## src/rtl/cap_pkg.sv

```systemverilog
// Constants and types for the identify capability field block
package cap_pkg;

    ////////////////////////////////////////////////////////////////////
    // Register map, byte addresses on the bus
    localparam int unsigned ADDR_W        = 8;
    localparam logic [7:0]  CAPS_OFFSET   = 8'h00;
    localparam logic [7:0]  CTRL_OFFSET   = 8'h04;
    localparam logic [7:0]  STATUS_OFFSET = 8'h08;
    localparam logic [7:0]  STATS_OFFSET  = 8'h0c;
    localparam logic [7:0]  REASON_OFFSET = 8'h10;

    // Control fields and their values after reset
    localparam int unsigned CTRL_ADMIT  = 0;
    localparam int unsigned CTRL_CLEAR  = 1;
    localparam logic        ADMIT_RESET = 1'b1;

    ////////////////////////////////////////////////////////////////////
    // Positions in the support bitmap
    localparam int unsigned CAP_SEC    = 0;
    localparam int unsigned CAP_FMT    = 1;
    localparam int unsigned CAP_FW     = 2;
    localparam int unsigned CAP_NS     = 3;
    localparam int unsigned CAP_TEST   = 4;
    localparam int unsigned CAP_DIR    = 5;
    localparam int unsigned CAP_MGMT   = 6;
    localparam int unsigned CAP_VIRT   = 7;
    localparam int unsigned CAP_BELL   = 8;
    localparam int unsigned CAP_LBA    = 9;
    localparam int unsigned CAP_RSV_LO = 10;
    localparam int unsigned CAP_RSV_HI = 15;
    localparam int unsigned MAP_W      = 16;

    // Word holding structure bytes 256 to 259, lowest byte first
    localparam int unsigned ABORT_LIM_LSB = 16;
    localparam int unsigned AER_LIM_LSB   = 24;
    localparam int unsigned LIM_W         = 8;

    // Status and statistics layout
    localparam int unsigned CNT_W          = 9;
    localparam int unsigned ABORT_USED_LSB = 0;
    localparam int unsigned AER_USED_LSB   = 16;
    localparam int unsigned STAT_W         = 16;
    localparam int unsigned REJ_KIND_LSB   = 8;

    // Recommended number of slots for both limited command classes
    localparam int unsigned SLOTS_REC = 4;

    ////////////////////////////////////////////////////////////////////
    typedef enum logic [4:0] {
        K_OTHER   = 5'h00,
        K_SEC_TX  = 5'h01,
        K_SEC_RX  = 5'h02,
        K_FORMAT  = 5'h03,
        K_FW_CMT  = 5'h04,
        K_FW_LOAD = 5'h05,
        K_NS_MGMT = 5'h06,
        K_TEST    = 5'h07,
        K_DIR_TX  = 5'h08,
        K_DIR_RX  = 5'h09,
        K_MGMT_TX = 5'h0a,
        K_MGMT_RX = 5'h0b,
        K_VIRT    = 5'h0c,
        K_BELL    = 5'h0d,
        K_LBA     = 5'h0e,
        K_ABORT   = 5'h0f,
        K_AER     = 5'h10
    } cmd_kind_t;

    localparam int unsigned KINDS = 17;

    typedef enum logic [1:0] {
        R_NONE  = 2'h0,
        R_UNSUP = 2'h1,
        R_LIMIT = 2'h2,
        R_OFF   = 2'h3
    } reason_t;

    typedef struct packed {
        logic      valid;
        cmd_kind_t kind;
    } cmd_req_t;

    typedef struct packed {
        logic    accept;
        logic    reject;
        reason_t reason;
    } cmd_ans_t;

endpackage

```

## src/rtl/id_caps.sv

```systemverilog
// Identify capability fields with command admission and register access
module id_caps #(
    parameter bit          HAS_SEC     = 1'b1,
    parameter bit          HAS_FMT     = 1'b1,
    parameter bit          HAS_FW      = 1'b1,
    parameter bit          HAS_NS      = 1'b0,
    parameter bit          HAS_TEST    = 1'b0,
    parameter bit          HAS_DIR     = 1'b0,
    parameter bit          HAS_MGMT    = 1'b0,
    parameter bit          HAS_VIRT    = 1'b0,
    parameter bit          HAS_BELL    = 1'b0,
    parameter bit          HAS_LBA     = 1'b0,
    parameter int unsigned ABORT_SLOTS = cap_pkg::SLOTS_REC,
    parameter int unsigned AER_SLOTS   = cap_pkg::SLOTS_REC
) (
    input  wire logic                       pclk,
    input  wire logic                       presetn,
    input  wire logic                       psel,
    input  wire logic                       penable,
    input  wire logic                       pwrite,
    input  wire logic [cap_pkg::ADDR_W-1:0] paddr,
    input  wire logic [31:0]                pwdata,
    input  wire logic [3:0]                 pstrb,
    output logic      [31:0]                prdata,
    output logic                            pready,
    output logic                            pslverr,
    input  wire cap_pkg::cmd_req_t          cmd_req,
    input  wire logic                       abort_done,
    input  wire logic                       aer_done,
    output cap_pkg::cmd_ans_t               cmd_ans,
    output logic      [31:0]                caps_word
);

    ////////////////////////////////////////////////////////////////////
    // Fixed capability image
    localparam logic [cap_pkg::MAP_W-1:0] CAP_MAP = {
        6'h00,
        HAS_LBA,
        HAS_BELL,
        HAS_VIRT,
        HAS_MGMT,
        HAS_DIR,
        HAS_TEST,
        HAS_NS,
        HAS_FW,
        HAS_FMT,
        HAS_SEC
    };

    // Zero based limits, so slots must lie in 1..256
    localparam logic [7:0] ABORT_LIM = 8'(ABORT_SLOTS - 1);
    localparam logic [7:0] AER_LIM   = 8'(AER_SLOTS - 1);

    localparam logic [31:0] CAPS = {AER_LIM, ABORT_LIM, CAP_MAP};

    ////////////////////////////////////////////////////////////////////
    // Admission decode from the same bitmap that is reported
    function automatic logic kind_ok(input cap_pkg::cmd_kind_t k);
        logic ok;
        ok = 1'b0;
        case (k)
            cap_pkg::K_SEC_TX,
            cap_pkg::K_SEC_RX:  ok = CAP_MAP[cap_pkg::CAP_SEC];
            cap_pkg::K_FORMAT:  ok = CAP_MAP[cap_pkg::CAP_FMT];
            cap_pkg::K_FW_CMT,
            cap_pkg::K_FW_LOAD: ok = CAP_MAP[cap_pkg::CAP_FW];
            cap_pkg::K_NS_MGMT: ok = CAP_MAP[cap_pkg::CAP_NS];
            cap_pkg::K_TEST:    ok = CAP_MAP[cap_pkg::CAP_TEST];
            cap_pkg::K_DIR_TX,
            cap_pkg::K_DIR_RX:  ok = CAP_MAP[cap_pkg::CAP_DIR];
            cap_pkg::K_MGMT_TX,
            cap_pkg::K_MGMT_RX: ok = CAP_MAP[cap_pkg::CAP_MGMT];
            cap_pkg::K_VIRT:    ok = CAP_MAP[cap_pkg::CAP_VIRT];
            cap_pkg::K_BELL:    ok = CAP_MAP[cap_pkg::CAP_BELL];
            cap_pkg::K_LBA:     ok = CAP_MAP[cap_pkg::CAP_LBA];
            cap_pkg::K_OTHER,
            cap_pkg::K_ABORT,
            cap_pkg::K_AER:     ok = 1'b1;
            // Codes outside the kind list are refused as unsupported
            default:            ok = 1'b0;
        endcase
        return ok;
    endfunction

    ////////////////////////////////////////////////////////////////////
    // Signals
    logic                      admit_enable;
    logic                      clear_stats;
    logic [cap_pkg::CNT_W-1:0] abort_used;
    logic [cap_pkg::CNT_W-1:0] aer_used;
    logic                      abort_full;
    logic                      aer_full;
    logic [cap_pkg::STAT_W-1:0] accept_count;
    logic [cap_pkg::STAT_W-1:0] reject_count;
    cap_pkg::reason_t          rej_reason;
    cap_pkg::cmd_kind_t        rej_kind;
    cap_pkg::cmd_kind_t        ans_kind;
    logic                      supported;
    logic                      limit_hit;
    logic                      admit;
    logic                      refuse;
    cap_pkg::reason_t          next_reason;
    logic                      abort_take;
    logic                      aer_take;
    logic                      access;
    logic                      bus_write;
    logic                      ctrl_write;
    logic [31:0]               next_rdata;
    logic                      next_slverr;

    ////////////////////////////////////////////////////////////////////
    // Admission decision
    always_comb begin
        supported = kind_ok(cmd_req.kind);
        limit_hit = (cmd_req.kind == cap_pkg::K_ABORT && abort_full)
                 || (cmd_req.kind == cap_pkg::K_AER && aer_full);
        admit     = cmd_req.valid && admit_enable && supported && !limit_hit;
        refuse    = cmd_req.valid && !admit;
        // Disabled outranks unsupported, which outranks a full class
        if (!admit_enable) begin
            next_reason = cap_pkg::R_OFF;
        end else if (!supported) begin
            next_reason = cap_pkg::R_UNSUP;
        end else if (limit_hit) begin
            next_reason = cap_pkg::R_LIMIT;
        end else begin
            next_reason = cap_pkg::R_NONE;
        end
    end

    assign abort_take = admit && (cmd_req.kind == cap_pkg::K_ABORT);
    assign aer_take   = admit && (cmd_req.kind == cap_pkg::K_AER);

    // Abort commands hold a slot until they finish executing
    slot_counter #(
        .SLOTS (ABORT_SLOTS),
        .CW    (cap_pkg::CNT_W)
    ) abort_slots (
        .pclk    (pclk),
        .presetn (presetn),
        .take    (abort_take),
        .give    (abort_done),
        .used    (abort_used),
        .full    (abort_full)
    );

    // Event requests stay outstanding until an event completes one
    slot_counter #(
        .SLOTS (AER_SLOTS),
        .CW    (cap_pkg::CNT_W)
    ) aer_slots (
        .pclk    (pclk),
        .presetn (presetn),
        .take    (aer_take),
        .give    (aer_done),
        .used    (aer_used),
        .full    (aer_full)
    );

    always_ff @(posedge pclk or negedge presetn) begin
        if (!presetn) begin
            cmd_ans  <= '0;
            ans_kind <= cap_pkg::K_OTHER;
        end else begin
            cmd_ans.accept <= admit;
            cmd_ans.reject <= refuse;
            cmd_ans.reason <= refuse ? next_reason : cap_pkg::R_NONE;
            if (cmd_req.valid) begin
                ans_kind <= cmd_req.kind;
            end
        end
    end

    // Image is loaded on the first edge so reset shows an empty word
    always_ff @(posedge pclk or negedge presetn) begin
        if (!presetn) begin
            caps_word <= '0;
        end else begin
            caps_word <= CAPS;
        end
    end

    ////////////////////////////////////////////////////////////////////
    // Bus slave: one wait state, write lands on the pready edge
    assign access     = psel && penable;
    assign bus_write  = access && pready && pwrite;
    assign ctrl_write = bus_write && (paddr == cap_pkg::CTRL_OFFSET)
                     && pstrb[0];

    always_comb begin
        next_rdata  = '0;
        next_slverr = 1'b0;
        case (paddr)
            cap_pkg::CAPS_OFFSET: begin
                next_rdata = CAPS;
            end
            cap_pkg::CTRL_OFFSET: begin
                next_rdata[cap_pkg::CTRL_ADMIT] = admit_enable;
            end
            cap_pkg::STATUS_OFFSET: begin
                next_rdata[cap_pkg::ABORT_USED_LSB +: cap_pkg::CNT_W]
                    = abort_used;
                next_rdata[cap_pkg::AER_USED_LSB +: cap_pkg::CNT_W]
                    = aer_used;
            end
            cap_pkg::STATS_OFFSET: begin
                next_rdata = {reject_count, accept_count};
            end
            cap_pkg::REASON_OFFSET: begin
                next_rdata[1:0] = rej_reason;
                next_rdata[cap_pkg::REJ_KIND_LSB +: 5] = rej_kind;
            end
            default: begin
                next_slverr = 1'b1;
            end
        endcase
    end

    always_ff @(posedge pclk or negedge presetn) begin
        if (!presetn) begin
            pready  <= 1'b0;
            pslverr <= 1'b0;
            prdata  <= '0;
        end else begin
            pready  <= access && !pready;
            pslverr <= access && !pready && next_slverr;
            if (access && !pready) begin
                prdata <= pwrite ? 32'h0000_0000 : next_rdata;
            end
        end
    end

    ////////////////////////////////////////////////////////////////////
    // Control register; the clear bit is a pulse and reads back zero
    always_ff @(posedge pclk or negedge presetn) begin
        if (!presetn) begin
            admit_enable <= cap_pkg::ADMIT_RESET;
            clear_stats  <= 1'b0;
        end else begin
            clear_stats <= ctrl_write && pwdata[cap_pkg::CTRL_CLEAR];
            if (ctrl_write) begin
                admit_enable <= pwdata[cap_pkg::CTRL_ADMIT];
            end
        end
    end

    // Counters saturate; an answer in the clear cycle still counts
    always_ff @(posedge pclk or negedge presetn) begin
        if (!presetn) begin
            accept_count <= '0;
        end else if (clear_stats) begin
            accept_count <= {{(cap_pkg::STAT_W-1){1'b0}}, cmd_ans.accept};
        end else if (cmd_ans.accept && accept_count != '1) begin
            accept_count <= accept_count + 1'b1;
        end
    end

    always_ff @(posedge pclk or negedge presetn) begin
        if (!presetn) begin
            reject_count <= '0;
        end else if (clear_stats) begin
            reject_count <= {{(cap_pkg::STAT_W-1){1'b0}}, cmd_ans.reject};
        end else if (cmd_ans.reject && reject_count != '1) begin
            reject_count <= reject_count + 1'b1;
        end
    end

    // Last refusal is kept for software until the next one
    always_ff @(posedge pclk or negedge presetn) begin
        if (!presetn) begin
            rej_reason <= cap_pkg::R_NONE;
            rej_kind   <= cap_pkg::K_OTHER;
        end else if (refuse) begin
            rej_reason <= next_reason;
            rej_kind   <= cmd_req.kind;
        end
    end

    ////////////////////////////////////////////////////////////////////
    // Checks
    logic [cap_pkg::KINDS-1:0] acc_hot;

    assign acc_hot = cmd_ans.accept
                   ? cap_pkg::KINDS'(1) << ans_kind : '0;
endmodule

```

## src/rtl/slot_counter.sv

```systemverilog
// Counter of occupied slots for one class of limited commands
module slot_counter #(
    parameter int unsigned SLOTS = cap_pkg::SLOTS_REC,
    parameter int unsigned CW    = cap_pkg::CNT_W
) (
    input  wire logic          pclk,
    input  wire logic          presetn,
    input  wire logic          take,
    input  wire logic          give,
    output logic [CW-1:0]      used,
    output logic               full
);
    localparam logic [CW-1:0] LIMIT = CW'(SLOTS);

    logic take_ok;
    logic give_ok;

    // Full comes from the count so the caller refuses a take at once
    assign full    = (used == LIMIT);
    assign take_ok = take && !full;
    // A stray give on an empty count is dropped rather than wrapping
    assign give_ok = give && (used != '0);

    always_ff @(posedge pclk or negedge presetn) begin
        if (!presetn) begin
            used <= '0;
        end else if (take_ok && !give_ok) begin
            used <= used + 1'b1;
        end else if (give_ok && !take_ok) begin
            used <= used - 1'b1;
        end
    end

endmodule

```

## config.mk

```make
export PLATFORM = sky130hd
export DESIGN_NAME = id_caps
export DESIGN_NICKNAME = d
export VERILOG_FILES = /design/src/rtl/cap_pkg.sv /design/src/rtl/id_caps.sv /design/src/rtl/slot_counter.sv
export SDC_FILE = /design/constraint.sdc
export NUM_CORES = 1
export LEC_CHECK = 0
export ABC_CLOCK_PERIOD_IN_PS = 3300
export BUFFER_PORTS_ARGS = -buffer_cell sky130_fd_sc_hd__clkbuf_2
export CORE_ASPECT_RATIO = 1.25
export CORE_MARGIN = 4
export CORE_UTILIZATION = 42
export DETAILED_ROUTE_END_ITERATION = 8
export GPL_TIMING_DRIVEN = 1
export MAX_ROUTING_LAYER = met4
export PLACE_DENSITY = 0.68
export SLEW_MARGIN = 5
export SYNTH_ARGS = -nofsm -noshare
export SYNTH_HDL_FRONTEND = slang
export SYNTH_SLANG_ARGS = --single-unit
```

## constraint.sdc

```tcl
create_clock -name pclk -period 3.3 [get_ports pclk]
set_clock_uncertainty 0.2 [all_clocks]
set_input_delay 0.99 -clock pclk [delete_from_list [all_inputs] [get_ports pclk]]
set_output_delay 0.99 -clock pclk [all_outputs]
set_load 0.005 [all_outputs]
```

==> out/results.tsv <==
stage	metric	value	unit
global_routing	grt_pass1_vias	4846	
drt	finalWirelength	14500	µm
worst_setup_path	start_kind	input pin	
clock_network	numCtsBuffers	9	
cells_and_area	fin_util	54.8	%
sta	drv_slew	0	
synth	synth_top_area_share	43.3	%
worst_setup_path	worstSetupEndpointType	flop	
synth	synth_commonest_cells	dfrtp_1 (97), nand2_1 (65), o21ai_0 (43), nor2_1 (39), buf_4 (31)	
sta	period_share	109	%
worst_setup_path	crit_type	input pin to flop	
worst_setup_path	r2r_setup_slack	0.14	ns
clock_network	cts_root_buf	clkbuf_16	
sta	tightest_slew	1.03	ns
worst_setup_path	reg2regPathDepth	11	
hold_path	worstHoldEndpoint	prdata[12]	
clock_network	clk-insertion-delay-late	0.35	ns
clock_network	path_clk_slew	0.07	ns
synth	netlist.top_cell.by_area	dfrtp_1	
worst_setup_path	worst-path-max-fanout	4	
global_routing	grt_pass1_wl	24200	µm
synth	synth_ff_type	dfrtp_1	
status	failed_checks	negative setup slack	
cells_and_area	postLayoutCellArea	7070	µm²
floorplan	die_h	137	µm
power_and_ir_drop	p_leak	3.25	nW
drt	drt_first_iter_violations	259	
sta	setup_violations	8	
drt	vias	4891	
sta	slew_headroom	31.6	%
floorplan	core-area	12900	µm²
worst_setup_path	rr_startpoint	aer_slots.used[0]	
hold_path	hold_path_depth	2	
floorplan	die-area	15300	µm²
synth	synth_area_leaders	dfrtp_1 (43%), nand2_1 (4.4%), buf_4 (4.1%)	
drt	antenna_left	0	
power_and_ir_drop	p_per_area	670	nW/µm²
drt	drc	0	
global_routing	antenna_found_initial	0	
drt	post_drt_wl_per_cell	16.2	µm
floorplan	io_pins	127	
sta	max_freq	278	MHz
worst_setup_path	cp.required	3.35	ns
synth	synthArstFlopShare	100	%
floorplan	start_util	43.5	%
sta	fin_tns_setup	-1.23	ns
global_routing	grt_usage	20.1	%
synth	avgSynthCellArea	9.36	µm²
run	maxCapViolCount	0	
clock_network	htreeDepth	3	
synth	post-synth-top-count-cell	dfrtp_1	
sta	min_period	3.60	ns
place	dp.cells	868	
clock_network	cts_tree	yes	
cells_and_area	antenna_cells	0	
power_and_ir_drop	ir_drop	0.297	mV
synth	ys_ff_latch	98	
cells_and_area	nets	797	
place	hpwlAfterDp	10700	µm
sta	fin_ws	-0.296	ns
worst_setup_path	crit_arrival	3.65	ns
place	io_buffers	68	
floorplan	num_rows	46	
place	placed_area	6490	µm²
cells_and_area	stdcell_count	893	
clock_network	clock_path_buffers	2	
drt	avgViaCountPerCell	5.48	
place	gp_congestion	0.927	
sta	holdWs	0.284	ns
status	status	finished with violations	
worst_setup_path	startpoint	cmd_req[2]	
synth	netlist_instances	599	
floorplan	die_x	111	µm
clock_network	clkSinkCount	98	
synth	synthDistinctLibCells	59	
cells_and_area	area_growth_syn_to_layout	26.0	%
worst_setup_path	timing.rr.end	aer_slots.used[8]	
cells_and_area	drive_above_1_share	29.0	%
synth	synthesis.area	5610	µm²
hold_path	hold_path_class	flop to flop	
synth	seq_area_frac_synth	43.8	%
sta	final_hold_viol_count	0	
clock_network	cts_hold_buf	0	
global_routing	grt_max_degree	56	
sta	rsz0062_at_grt	yes	
drt	drt_first_pass_iters	5	
synth	ys.warnings.count	0	
global_routing	gr-total-overflow	0	
hold_path	min_from	prdata[12]	
synth	synth_edf_count	0	
-- layout make-up --
cell class | instances | area [µm²]
Fill cell | 1151 | 5830
Multi-Input combinational cell | 446 | 3040
Sequential cell | 98 | 2450
Timing Repair Buffer | 141 | 932
Clock buffer | 9 | 225
Tap cell | 168 | 210
Clock inverter | 7 | 106
Inverter | 24 | 100
-- report_power, final --
part | total [mW] | switching, mW | internal (mW)
Sequential | 1.60 | 0.219 | 1.38
Clock | 1.17 | 0.491 | 0.679
Combinational | 1.96 | 0.951 | 1.01
Total | 4.74 | 1.66 | 3.08
-- kinds of logic (layout without fill, tap and decap cells) --
kind of cell | after synthesis | count (layout) | synth area share (%)
AND/OR/NAND/NOR | 200 | 200 | 17.7
flip-flops | 98 | 98 | 43.8
adder cells (fa/ha/maj) | 20 | 20 | 4.73
XOR/XNOR | 31 | 31 | 4.84
AO/OA/AOI/OAI | 151 | 151 | 17.7
other | 2 | 26 | 0.134
multiplexers | 18 | 18 | 3.28
buffers and inverters | 79 | 181 | 7.88
-- worst max path at each step --
stage,endpoint,slack [ns],depth (start not counted)
final,aer_slots.used[8],-0.30,13
after global routing,aer_slots.used[8],-0.41,13
after CTS,aer_slots.used[8],-0.33,13
after detailed placement,aer_slots.used[8],-0.74,13
after global placement,aer_slots.used[8],-0.64,13
after floorplan,aer_slots.used[8],-0.38,12
-- per-layer routing --
layer	up-vias	GRT usage (%)	part of all wire, %
li1	2334	-	-
met1	2379	24.6	43
met2	150	34.3	50
met3	28	2.81	4.7
met4	0	7.51	2.4
met5	-	-	0
-- placed cells by master, fill, tap and decap left out, types with 15 or more instances in the layout --
cell / Yosys / final
xor2_1: 15 / 15
nand2_1: 65 / 65
clkbuf_2: 1 / 64
mux2i_1: 15 / 15
a21oi_1: 28 / 22
o21ai_0: 43 / 35
xnor2_1: 16 / 16
dfrtp_1: 97 / 97
buf_4: 31 / 72
nand3_1: 18 / 18
conb_1: 2 / 26
nor2_1: 39 / 37
inv_1: 24 / 21
-- registers in the layout, summed over array words and instances (netlist names) --
name,count
abort_slots.used,9
accept_count,16
admit_enable,1
aer_slots.used,9
caps_word,1
clear_stats,1
cmd_ans,4
prdata,32
pready,1
pslverr,1
rej_kind,5
rej_reason,2
reject_count,16
-- per-stage QoR --
step	worst slack, ns	power (mW)
CTS	-0.329	4.68
detailed placement	-0.742	3.40
floorplan	-0.380	2.70
finish	-0.296	4.74
global placement	-0.641	3.33
global route	-0.408	5.05
-- timing repair --
item | CTS | global route
gates resized for setup | 23 | 18
pin swaps | 23 | 24
setup endpoints to repair | 10 | 12
buffers inserted | 5 | 5
-- worst max-delay path: stages --
cell,delay (ns)
buf_8,0.10
or3_4,0.39
a21oi_4,0.19
o21ai_4,0.09
nor4b_4,0.35
ha_4,0.23
buf_4,0.12
fa_2,0.23
nor2b_4,0.05
o31a_1,0.31
o211ai_1,0.24
a21oi_1,0.13
o41ai_2,0.21
(Power assumes the default switching activity.)
